==> src/pkg/cdpp_pkg.sv <==
// Purpose: Shared constants, register map and helpers of the channel 9 to 12 post-processor.
// Assumes: 14-bit twos-complement samples, one clock, registers at their printed offsets.
// Notes:   Register fields that other blocks own are not stored here.
package cdpp_pkg;
  localparam int          CDPP_LANES = 4;
  localparam int          SAMPLE_W   = 14;
  localparam int          WIDE_W     = 28;
  localparam int          ACC_W      = 20;
  localparam int          COEF_W     = 17;
  localparam int          COEF_FRAC  = 16;
  localparam int          GAIN_FRAC  = 10;
  localparam int          ADDR_W     = 6;
  localparam int          DATA_W     = 16;

  localparam logic [5:0]  REG_GLOBAL_OFF   = 6'h03;
  localparam logic [5:0]  REG_PATTERN_OFF  = 6'h04;
  localparam logic [5:0]  REG_CH12_GO_OFF  = 6'h2b;
  localparam logic [5:0]  REG_CH12_DUP_OFF = 6'h2c;
  localparam logic [5:0]  REG_LANE_OFF     = 6'h2d;

  localparam int          GAIN_APPLY_BIT   = 12;
  localparam int          OFFSET_APPLY_BIT = 8;
  localparam int          PATTERN_IND_BIT  = 8;
  localparam int          GAIN_CODE_LSB    = 11;
  localparam int          OFFSET_W         = 10;
  localparam int          LANE9_PRBS_BIT   = 15;
  localparam int          LANE9_CODE_LSB   = 9;
  localparam int          LANE10_CODE_LSB  = 6;
  localparam int          HP_K_LSB         = 1;
  localparam int          HP_ON_BIT        = 0;

  localparam logic [15:0] REG_RESET      = 16'h0000;
  localparam logic [15:0] CH12_GO_MASK   = 16'hfbff;
  localparam logic [15:0] CH12_DUP_MASK  = 16'h03ff;
  localparam logic [15:0] LANE_MASK      = 16'hffdf;
  localparam logic [14:0] PRBS_SEED      = 15'h7fff;

  // Linear factor 10^(N*0.2/20) in steps of 1/1024, index N.
  localparam logic [11:0] GAIN_LUT [32] = '{
    12'h400, 12'h418, 12'h430, 12'h449, 12'h463, 12'h47d, 12'h498, 12'h4b3,
    12'h4cf, 12'h4ec, 12'h509, 12'h527, 12'h546, 12'h565, 12'h586, 12'h5a6,
    12'h5c8, 12'h5eb, 12'h60e, 12'h632, 12'h657, 12'h67d, 12'h6a3, 12'h6cb,
    12'h6f4, 12'h71d, 12'h747, 12'h773, 12'h79f, 12'h7cd, 12'h7fb, 12'h82b};

  function automatic logic signed [SAMPLE_W-1:0] cdpp_sat(input logic signed [WIDE_W-1:0] v);
    logic signed [WIDE_W-1:0] hi;
    logic signed [WIDE_W-1:0] lo;
    hi = WIDE_W'(8191);
    lo = -WIDE_W'(8192);
    if (v > hi) cdpp_sat = 14'h1fff;
    else if (v < lo) cdpp_sat = 14'h2000;
    else cdpp_sat = v[SAMPLE_W-1:0];
  endfunction
endpackage

==> src/pkg/cdpp_smp_if.sv <==
// Purpose: One sample stream between stages: a valid strobe and a signed word.
// Assumes: Valid is a one-cycle pulse beside its data.
// Notes:   No back-pressure; the sink takes every strobed word.
interface cdpp_smp_if;
  import cdpp_pkg::*;
  logic                       valid;
  logic signed [SAMPLE_W-1:0] data;
  modport src (output valid, output data);
  modport snk (input valid, input data);
endinterface

==> src/logic/cdpp_top.sv <==
// Purpose: Post-processing of channels 9 to 12: gain and offset on channel 12, lane test
//          patterns for lanes 9 to 12 and a shared digital high-pass filter.
// Assumes: Samples come from logic on the same clock; a plain register port with read data
//          in the cycle after the read strobe.
// Notes:   Latency from sample strobe to lane strobe is three cycles.
// Summary of operation
// - Channel 12 gain acts only while the global gain enable is one.
// - Gain code N in bits 15 to 11 gives N times 0.2 dB.
// - With global offset enable set, the 10-bit channel 12 offset is added.
// - With per-lane selection set, bits 15 to 12 enable the pattern on lanes 9-12.
// - With per-lane selection set, lanes 9 and 10 use their 3-bit codes.
// - Bit 0 enables the high-pass filter on channels 9 to 12; off after reset.
// - When enabled, k comes from bits 4 to 1, shared by all four channels.
// - Output is 2^k/(2^k+1) times input minus last input plus last output.
// - The offset is twos complement with bit 9 as its sign.
module cdpp_top
  import cdpp_pkg::*;
(
  input  wire logic                                 clock_i,               // System clock.
  input  wire logic                                 rst_i,                 // Sync reset.
  input  wire logic [ADDR_W-1:0]                    reg_addr_i,            // Register offset.
  input  wire logic [DATA_W-1:0]                    reg_wdata_i,           // Write data.
  input  wire logic                                 reg_wr_i,              // Write strobe.
  input  wire logic                                 reg_rd_i,              // Read strobe.
  output logic      [DATA_W-1:0]                    reg_rdata_o,           // Read data.
  input  wire logic                                 sample_valid_i,        // Sample strobe.
  input  wire logic [CDPP_LANES-1:0][SAMPLE_W-1:0]  sample_i,              // Channels 9-12.
  output logic                                      lane_valid_o,          // Lane strobe.
  output logic      [CDPP_LANES-1:0][SAMPLE_W-1:0]  lane_data_o,           // Lanes 9-12.
  output logic      [2:0]                           lane9_pattern_code_o,  // Lane 9 code.
  output logic      [2:0]                           lane10_pattern_code_o  // Lane 10 code.
);
  function automatic logic reg_hit(input logic [ADDR_W-1:0] a, input logic [ADDR_W-1:0] off);
    reg_hit = (a == off);
  endfunction

  // Configuration state.
  logic                        global_gain_apply;
  logic                        global_offset_apply;
  logic                        per_lane_pattern_choice;
  logic [DATA_W-1:0]           ch12_gain_and_offset;
  logic [DATA_W-1:0]           ch12_offset_duplicate;
  logic [DATA_W-1:0]           lanes9_12_pattern_and_highpass;

  // Register decode.
  logic                        hit_global;
  logic                        hit_pattern;
  logic                        hit_go;
  logic                        hit_dup;
  logic                        hit_lane;
  logic [DATA_W-1:0]           global_view;
  logic [DATA_W-1:0]           pattern_view;
  logic [DATA_W-1:0]           read_value;
  logic [DATA_W-1:0]           next_rdata;

  assign hit_global  = reg_hit(reg_addr_i, REG_GLOBAL_OFF);
  assign hit_pattern = reg_hit(reg_addr_i, REG_PATTERN_OFF);
  assign hit_go      = reg_hit(reg_addr_i, REG_CH12_GO_OFF);
  assign hit_dup     = reg_hit(reg_addr_i, REG_CH12_DUP_OFF);
  assign hit_lane    = reg_hit(reg_addr_i, REG_LANE_OFF);

  assign global_view  = (DATA_W'(global_gain_apply) << GAIN_APPLY_BIT)
                      | (DATA_W'(global_offset_apply) << OFFSET_APPLY_BIT);
  assign pattern_view = DATA_W'(per_lane_pattern_choice) << PATTERN_IND_BIT;

  // Unmapped offsets read as zero.
  assign read_value = ({DATA_W{hit_global}}  & global_view)
                    | ({DATA_W{hit_pattern}} & pattern_view)
                    | ({DATA_W{hit_go}}      & ch12_gain_and_offset)
                    | ({DATA_W{hit_dup}}     & ch12_offset_duplicate)
                    | ({DATA_W{hit_lane}}    & lanes9_12_pattern_and_highpass);
  assign next_rdata = reg_rd_i ? read_value : '0;

  always_ff @(posedge clock_i) begin
    if (rst_i) begin
      global_gain_apply   <= 1'b0;
      global_offset_apply <= 1'b0;
    end else if (reg_wr_i && hit_global) begin
      global_gain_apply   <= reg_wdata_i[GAIN_APPLY_BIT];
      global_offset_apply <= reg_wdata_i[OFFSET_APPLY_BIT];
    end
  end

  always_ff @(posedge clock_i) begin
    if (rst_i) per_lane_pattern_choice <= 1'b0;
    else if (reg_wr_i && hit_pattern) per_lane_pattern_choice <= reg_wdata_i[PATTERN_IND_BIT];
  end

  // Reserved bits are dropped on write, so they always read back as zero.
  always_ff @(posedge clock_i) begin
    if (rst_i) begin
      ch12_gain_and_offset           <= REG_RESET;
      ch12_offset_duplicate          <= REG_RESET;
      lanes9_12_pattern_and_highpass <= REG_RESET;
    end else if (reg_wr_i) begin
      if (hit_go) ch12_gain_and_offset <= reg_wdata_i & CH12_GO_MASK;
      if (hit_dup) ch12_offset_duplicate <= reg_wdata_i & CH12_DUP_MASK;
      if (hit_lane) lanes9_12_pattern_and_highpass <= reg_wdata_i & LANE_MASK;
    end
  end

  always_ff @(posedge clock_i) begin
    if (rst_i) reg_rdata_o <= '0;
    else reg_rdata_o <= next_rdata;
  end

  // Field views.
  logic        [4:0]            twelfth_channel_gain_code;
  logic        [OFFSET_W-1:0]   twelfth_channel_offset_value;
  logic        [CDPP_LANES-1:0] lane_prbs_on;
  logic        [2:0]            lane9_pattern_code;
  logic        [2:0]            lane10_pattern_code;
  logic        [3:0]            highpass_k_group;
  logic                         highpass_on_group;

  assign twelfth_channel_gain_code = ch12_gain_and_offset[GAIN_CODE_LSB +: 5];
  // The duplicate copy is kept for read-back only; the datapath trusts the first copy.
  assign twelfth_channel_offset_value = ch12_gain_and_offset[OFFSET_W-1:0];
  assign lane9_pattern_code  = lanes9_12_pattern_and_highpass[LANE9_CODE_LSB +: 3];
  assign lane10_pattern_code = lanes9_12_pattern_and_highpass[LANE10_CODE_LSB +: 3];
  assign highpass_k_group    = lanes9_12_pattern_and_highpass[HP_K_LSB +: 4];
  assign highpass_on_group   = lanes9_12_pattern_and_highpass[HP_ON_BIT];

  for (genvar i = 0; i < CDPP_LANES; i++) begin : g_prbs_bits
    assign lane_prbs_on[i] = lanes9_12_pattern_and_highpass[LANE9_PRBS_BIT - i];
  end

  // Channel 12 gain and offset.
  logic signed [SAMPLE_W-1:0]   ch12_in;
  logic        [11:0]           gain_factor;
  logic signed [WIDE_W-1:0]     gain_prod;
  logic signed [WIDE_W-1:0]     gain_sel;
  logic signed [WIDE_W-1:0]     offset_ext;
  logic signed [WIDE_W-1:0]     offset_sel;
  logic signed [SAMPLE_W-1:0]   ch12_adjusted;

  assign ch12_in     = sample_i[CDPP_LANES-1];
  assign gain_factor = GAIN_LUT[twelfth_channel_gain_code];
  assign gain_prod   = (WIDE_W'(ch12_in) * WIDE_W'($signed({1'b0, gain_factor})))
                       >>> GAIN_FRAC;
  assign gain_sel    = global_gain_apply ? gain_prod : WIDE_W'(ch12_in);
  assign offset_ext  = WIDE_W'($signed(twelfth_channel_offset_value));
  assign offset_sel  = global_offset_apply ? offset_ext : '0;
  // Saturate once after both steps, so a large gain cannot wrap before the offset lands.
  assign ch12_adjusted = cdpp_sat(gain_sel + offset_sel);

  // Stages.
  cdpp_smp_if stage_if [CDPP_LANES] ();
  cdpp_smp_if hpf_if   [CDPP_LANES] ();

  for (genvar i = 0; i < CDPP_LANES; i++) begin : g_chan
    logic signed [SAMPLE_W-1:0] next_stage;

    assign next_stage = (i == CDPP_LANES - 1) ? ch12_adjusted : sample_i[i];

    always_ff @(posedge clock_i) begin
      if (rst_i) begin
        stage_if[i].valid <= 1'b0;
        stage_if[i].data  <= '0;
      end else begin
        stage_if[i].valid <= sample_valid_i;
        if (sample_valid_i) stage_if[i].data <= next_stage;
      end
    end

    cdpp_hpf u_hpf (
      .clock_i (clock_i),
      .rst_i   (rst_i),
      .on_i    (highpass_on_group),
      .k_i     (highpass_k_group),
      .in_s    (stage_if[i]),
      .out_s   (hpf_if[i])
    );
  end

  // Lane selection.
  logic        [SAMPLE_W-1:0]   prbs_word;
  logic        [CDPP_LANES-1:0] prbs_sel;
  logic        [SAMPLE_W-1:0]   next_lane [CDPP_LANES];
  logic                         out_step;
  logic        [2:0]            next_code9;
  logic        [2:0]            next_code10;

  assign out_step = hpf_if[0].valid;

  cdpp_prbs u_prbs (
    .clock_i (clock_i),
    .rst_i   (rst_i),
    .step_i  (out_step),
    .word_o  (prbs_word)
  );

  for (genvar i = 0; i < CDPP_LANES; i++) begin : g_lane
    assign prbs_sel[i]  = per_lane_pattern_choice & lane_prbs_on[i];
    assign next_lane[i] = prbs_sel[i] ? prbs_word : hpf_if[i].data;
  end

  assign next_code9  = per_lane_pattern_choice ? lane9_pattern_code : 3'h0;
  assign next_code10 = per_lane_pattern_choice ? lane10_pattern_code : 3'h0;

  always_ff @(posedge clock_i) begin
    if (rst_i) begin
      lane_valid_o <= 1'b0;
      lane_data_o  <= '0;
    end else begin
      lane_valid_o <= out_step;
      for (int i = 0; i < CDPP_LANES; i++) begin
        if (out_step) lane_data_o[i] <= next_lane[i];
      end
    end
  end

  always_ff @(posedge clock_i) begin
    if (rst_i) begin
      lane9_pattern_code_o  <= 3'h0;
      lane10_pattern_code_o <= 3'h0;
    end else begin
      lane9_pattern_code_o  <= next_code9;
      lane10_pattern_code_o <= next_code10;
    end
  end
endmodule

==> src/logic/cdpp_prbs.sv <==
// Purpose: Pseudo-random word source for the lane test pattern.
// Assumes: One shift of a 15-bit maximal-length register per step.
// Notes:   All lanes that select the pattern see the same word.
module cdpp_prbs
  import cdpp_pkg::*;
(
  input  wire logic                clock_i, // System clock.
  input  wire logic                rst_i,   // Synchronous reset.
  input  wire logic                step_i,  // Advance one position.
  output logic     [SAMPLE_W-1:0]  word_o   // Current pattern word.
);
  logic [14:0] state;
  logic [14:0] next_state;

  assign next_state = {state[13:0], state[14] ^ state[13]};
  assign word_o     = state[SAMPLE_W-1:0];

  always_ff @(posedge clock_i) begin
    if (rst_i) state <= PRBS_SEED;
    else if (step_i) state <= next_state;
  end
endmodule

==> src/logic/cdpp_hpf.sv <==
// Purpose: First-order high-pass on one channel, factor 2^k/(2^k+1).
// Assumes: k arrives as a 4-bit code; the host keeps it within 2 to 10.
// Notes:   Disabling the filter clears its history so a later enable starts clean.
module cdpp_hpf
  import cdpp_pkg::*;
(
  input  wire logic         clock_i, // System clock.
  input  wire logic         rst_i,   // Synchronous reset.
  input  wire logic         on_i,    // Filter enabled.
  input  wire logic [3:0]   k_i,     // Filter parameter k.
  cdpp_smp_if.snk           in_s,    // Samples in.
  cdpp_smp_if.src           out_s    // Samples out, one cycle later.
);
  logic        [COEF_W-1:0]     coef_tab [16];
  logic signed [SAMPLE_W-1:0]   x_prev;
  logic signed [ACC_W-1:0]      y_prev;
  logic signed [ACC_W-1:0]      sum;
  logic signed [ACC_W+COEF_W:0] prod;
  logic signed [ACC_W-1:0]      y_now;
  logic signed [SAMPLE_W-1:0]   next_out;

  // Fixed-point 2^k/(2^k+1) avoids a divider at the cost of one rounding per sample.
  for (genvar g = 0; g < 16; g++) begin : g_coef
    localparam longint unsigned NUM = 64'h1 << (COEF_FRAC + g);
    localparam longint unsigned DEN = (64'h1 << g) + 64'h1;
    assign coef_tab[g] = COEF_W'((NUM + DEN / 2) / DEN);
  end

  assign sum      = ACC_W'(in_s.data) - ACC_W'(x_prev) + y_prev;
  assign prod     = sum * $signed({1'b0, coef_tab[k_i]});
  assign y_now    = ACC_W'(prod >>> COEF_FRAC);
  assign next_out = on_i ? cdpp_sat(WIDE_W'(y_now)) : in_s.data;

  always_ff @(posedge clock_i) begin
    if (rst_i) begin
      x_prev     <= '0;
      y_prev     <= '0;
      out_s.data <= '0;
    end else if (!on_i) begin
      // History is cleared while off, with or without samples, so k changes made while off start clean.
      x_prev     <= '0;
      y_prev     <= '0;
      if (in_s.valid) out_s.data <= next_out;
    end else if (in_s.valid) begin
      x_prev     <= in_s.data;
      y_prev     <= y_now;
      out_s.data <= next_out;
    end
  end

  always_ff @(posedge clock_i) begin
    if (rst_i) out_s.valid <= 1'b0;
    else out_s.valid <= in_s.valid;
  end
endmodule

==> config.mk <==
export PLATFORM = sky130hd
export DESIGN_NAME = cdpp_top
export DESIGN_NICKNAME = d
export VERILOG_FILES = /design/src/pkg/cdpp_pkg.sv /design/src/pkg/cdpp_smp_if.sv /design/src/logic/cdpp_top.sv /design/src/logic/cdpp_prbs.sv /design/src/logic/cdpp_hpf.sv
export SDC_FILE = /design/constraint.sdc
export NUM_CORES = 2
export LEC_CHECK = 0
export BUFFER_PORTS_ARGS = -buffer_cell sky130_fd_sc_hd__buf_2
export CAP_MARGIN = 20
export CORE_ASPECT_RATIO = 0.5
export CORE_MARGIN = 4
export CORE_UTILIZATION = 60
export DETAILED_ROUTE_END_ITERATION = 6
export GPL_ROUTABILITY_DRIVEN = 0
export GPL_TIMING_DRIVEN = 0
export PLACE_DENSITY = 0.77
export SLEW_MARGIN = 10
export SYNTH_ARGS = -nofsm -noshare
export SYNTH_HDL_FRONTEND = slang
export SYNTH_SLANG_ARGS = --single-unit
==> constraint.sdc <==
create_clock -name clock_i -period 10.63 [get_ports clock_i]
set_clock_uncertainty 0.15 [all_clocks]
set_input_delay 0.5315 -clock clock_i [delete_from_list [all_inputs] [get_ports clock_i]]
set_output_delay 0.5315 -clock clock_i [all_outputs]
set_load 0.03 [all_outputs]
==> impl_results.md <==
* Crit-path slowest cell: clkdlybuf4s15_1
* Worst Path Arrival at 11.15 ns
* First-pass GRT wire length at 371000 um
* Sequential area share after synthesis at 0.106
* Tmin final at 10.84 ns
* Antenna-violating nets left at 0
* Internal at 3.97 mW
* Wire length per cell at 23.8 um
* Async S/R FF share, synth at 0
* Clock sinks at 387
* Power Total at 7.92 mW
* Detailed Routing Iterations Pass 1 at 7
* Via-per-instance ratio at 5.95
* Gate Count Post-Synth at 8482
* Final Hold Fails at 0
* Vias in the first global route at 62200
* Fin crit share at 1.02
* Cell Area, Synth at 0.0729 mm2
* Total CTS buffers at 41
* Post-synth EDFFs at 0
* Initial drt markers at 7737
* Commonest non-fill, non-tap cell in the layout: inv_1
* Die Span Y at 254 um
* Sequential share of power at 0.193
* Failing checks: design-rule violations, negative setup slack
* Worst hold path type: in -> reg
* P per Cell Area at 98.4 mW/mm2
* Fin. max-slew vios at 0
* Required time at the worst-slack endpoint at 10.94 ns
* Core Region at 0.121 mm2
* # rows at 90
* Worst slew pin tran at 1.43 ns
* Via Count at 62400
* Synth Net Count at 10500
* Crit. End Element: flop
* Post-synthesis register bit count at 387
* Ports at 162
* Switching pwr at 3.95 mW
* Setup violations, final at 24
* Logic pwr share at 0.614
* Layout cells sized above 1 at 0.0881
* Max-Cap Viols at 0
* CP Class: reg -> reg
* Max transition margin at 0.0485
* Clock transition at the registers of the reported paths at 0.06 ns
* Fillcell total at 9315
* Mapped Avg Cell Area at 8.59 um2
* Most frequent cells in the layout: 2025 x inv_1, 1437 x fa_1, 1046 x nand2_1, 785 x nor2_1, 508 x ha_1
* Static leakage at 39.6 nW
* Post-DP HPWL at 201000 um
* Die span in x at 501 um
* Sw Ratio at 0.499
* Initial antenna violation count at 17
* All-Layer GR Usage at 0.387
* VDD IR max at 116 uV
* Clock power share at 0.193
* WL final at 250000 um
* CTS tree: yes
* Hold Slack at 0.0456 ns
* CP peak stage delay at 0.99 ns
* Outcome: finished with violations
* Die area at 0.127 mm2
* CP Max Fanout at 10
* Post-layout net count at 10900
* Final Util at 0.667
* Yosys Warn Count at 0
* Area growth from synthesis to layout at 10.4%
* Port Buffer Count at 160
* Root buffer cell: clkbuf_16
* Largest net degree at the start of global routing at 17
* CTS Buffer Depth at 3
* Worst Slack Setup Final at -0.213 ns
* Maximum clock rate at 92.2 MHz
* Pre-CTS setup slack at -1.97 ns
* Initial Util at 0.604
* Cell variety after synth at 109
* Crit start category: flop
* Most used cell, CP: fa_1
* Skew-Pair Late Insertion Delay at 0.58 ns
* Top FF cell, synth: dfxtp_1
* DR DRC count at 180
* Grt total ovfl at 0
* CTS H-Tree Depth at 2
-- final timing paths --
check	startpoint	end	slack, ns	cells after the start
min reg2reg	g_chan[0].u_hpf.out_s.data[9]$_SDFFE_PP0P_	g_chan[0].u_hpf.out_s.data[9]$_SDFFE_PP0P_	0.30	2
max	lanes9_12_pattern_and_highpass[3]$_SDFFE_PP0P_	g_chan[0].u_hpf.out_s.data[10]$_SDFFE_PP0P_	-0.21	28
min	sample_i[5]	stage_if[0].data[5]$_SDFFE_PP0P_	0.05	3
max reg2reg	lanes9_12_pattern_and_highpass[3]$_SDFFE_PP0P_	g_chan[0].u_hpf.out_s.data[10]$_SDFFE_PP0P_	-0.21	28
-- per-layer routing --
layer,track usage,wire [um],up-vias
li1,-,-,26200
met1,0.485,88600,30400
met2,0.547,99500,4495
met3,0.200,43100,1240
met4,0.200,17800,23
met5,0.0134,799,-
-- kinds of logic after synthesis --
group / after synthesis / share of synthesized area
buffers and inverters: 2426 / 0.126
adders and majority gates: 1979 / 0.488
and+or+nand+nor: 2426 / 0.143
DFF: 387 / 0.106
xor gates and xnor gates: 243 / 0.0297
AOI/OAI and AO/OA: 835 / 0.0807
muxes: 186 / 0.0260
-- cells in the mapped netlist, drive strengths merged, types with 51 or more instances --
cell    instances  area [um2]
a311oi         63         564
dfxtp         387        7750
xnor2         167        1480
nor3           59         300
and2          207        1300
mux2i         167        1670
inv          2046        7680
xor2           75         664
fa           1448       29000
nand2        1050        3940
buf            51         258
a21o           64         480
nand3         131         656
ha            519        6490
nor2b          56         350
clkbuf        312        1170
a21oi         232        1240
nor2          791        2970
o21ai         158         798
-- state kept, by name, summed over array words and instances, names as in the netlist --
signal                          cells
ch12_gain_and_offset               15
ch12_offset_duplicate              10
g_chan.u_hpf.out_s.data            56
g_chan.u_hpf.out_s.valid            1
g_chan.u_hpf.x_prev                56
g_chan.u_hpf.y_prev                80
global_gain_apply                   1
global_offset_apply                 1
lane10_pattern_code_o               3
lane9_pattern_code_o                3
lane_data_o                        56
lane_valid_o                        1
lanes9_12_pattern_and_highpass     15
per_lane_pattern_choice             1
reg_rdata_o                        16
stage_if.data                      56
stage_if.valid                      1
u_prbs.state                       15
-- critical path: cells and delay by family, from the launching register on --
family | cells | cell delay [ns]
AOI/OAI and AO/OA | 11 | 3.03
adders and majority gates | 7 | 3.35
buffers and inverters | 8 | 3.32
DFF | 1 | 0.59
and+or+nand+nor | 2 | 0.29
-- stage by stage --
| step | TNS [ns] | cell area [um2] | cells |
|---|---|---|---|
| 3_3_place_gp | -68.16 | 75700 | 10300 |
| 2_1_floorplan | 0 | 72900 | 8482 |
| 4_1_cts | 0 | 78500 | 10400 |
| 3_5_place_dp | -67.54 | 76200 | 10300 |
| 6_report | -2.46 | 80500 | 10500 |
| 5_1_grt | -4.40 | 80500 | 10500 |
-- final cells by class --
class / count / area, um2 / area share
inverters: 2063 / 7790 / 0.0968
clock buffers: 54 / 1170 / 0.0145
repair buffers: 323 / 2300 / 0.0286
plain buffers: 347 / 1530 / 0.0190
clock inverters: 20 / 249 / 0.00309
well taps: 1610 / 2010 / 0.0250
flip-flops and latches: 387 / 7760 / 0.0964
multi-input cells: 5670 / 57600 / 0.716
diodes: 15 / 37.5 / 0.000466
-- power groups by stage --
stage / registers (mW) / clock network (mW) / logic (mW)
global route: 1.53 / 1.59 / 5.08
global placement: 1.56 / 0 / 3.83
floorplan: 1.56 / 0 / 2.41
detailed placement: 1.56 / 0 / 3.97
CTS: 1.53 / 1.53 / 4.19
finish: 1.53 / 1.53 / 4.86
-- what timing repair did --
item / 4_1_cts / 5_1_grt
pin swaps: 27 / 86
resized for setup: 130 / 258
endpoints found under the setup margin: 102 / 83
hold buffers: 0 / 0
buffers inserted: 34 / 71
gates cloned: 0 / 3
(Power assumes the default switching activity.)
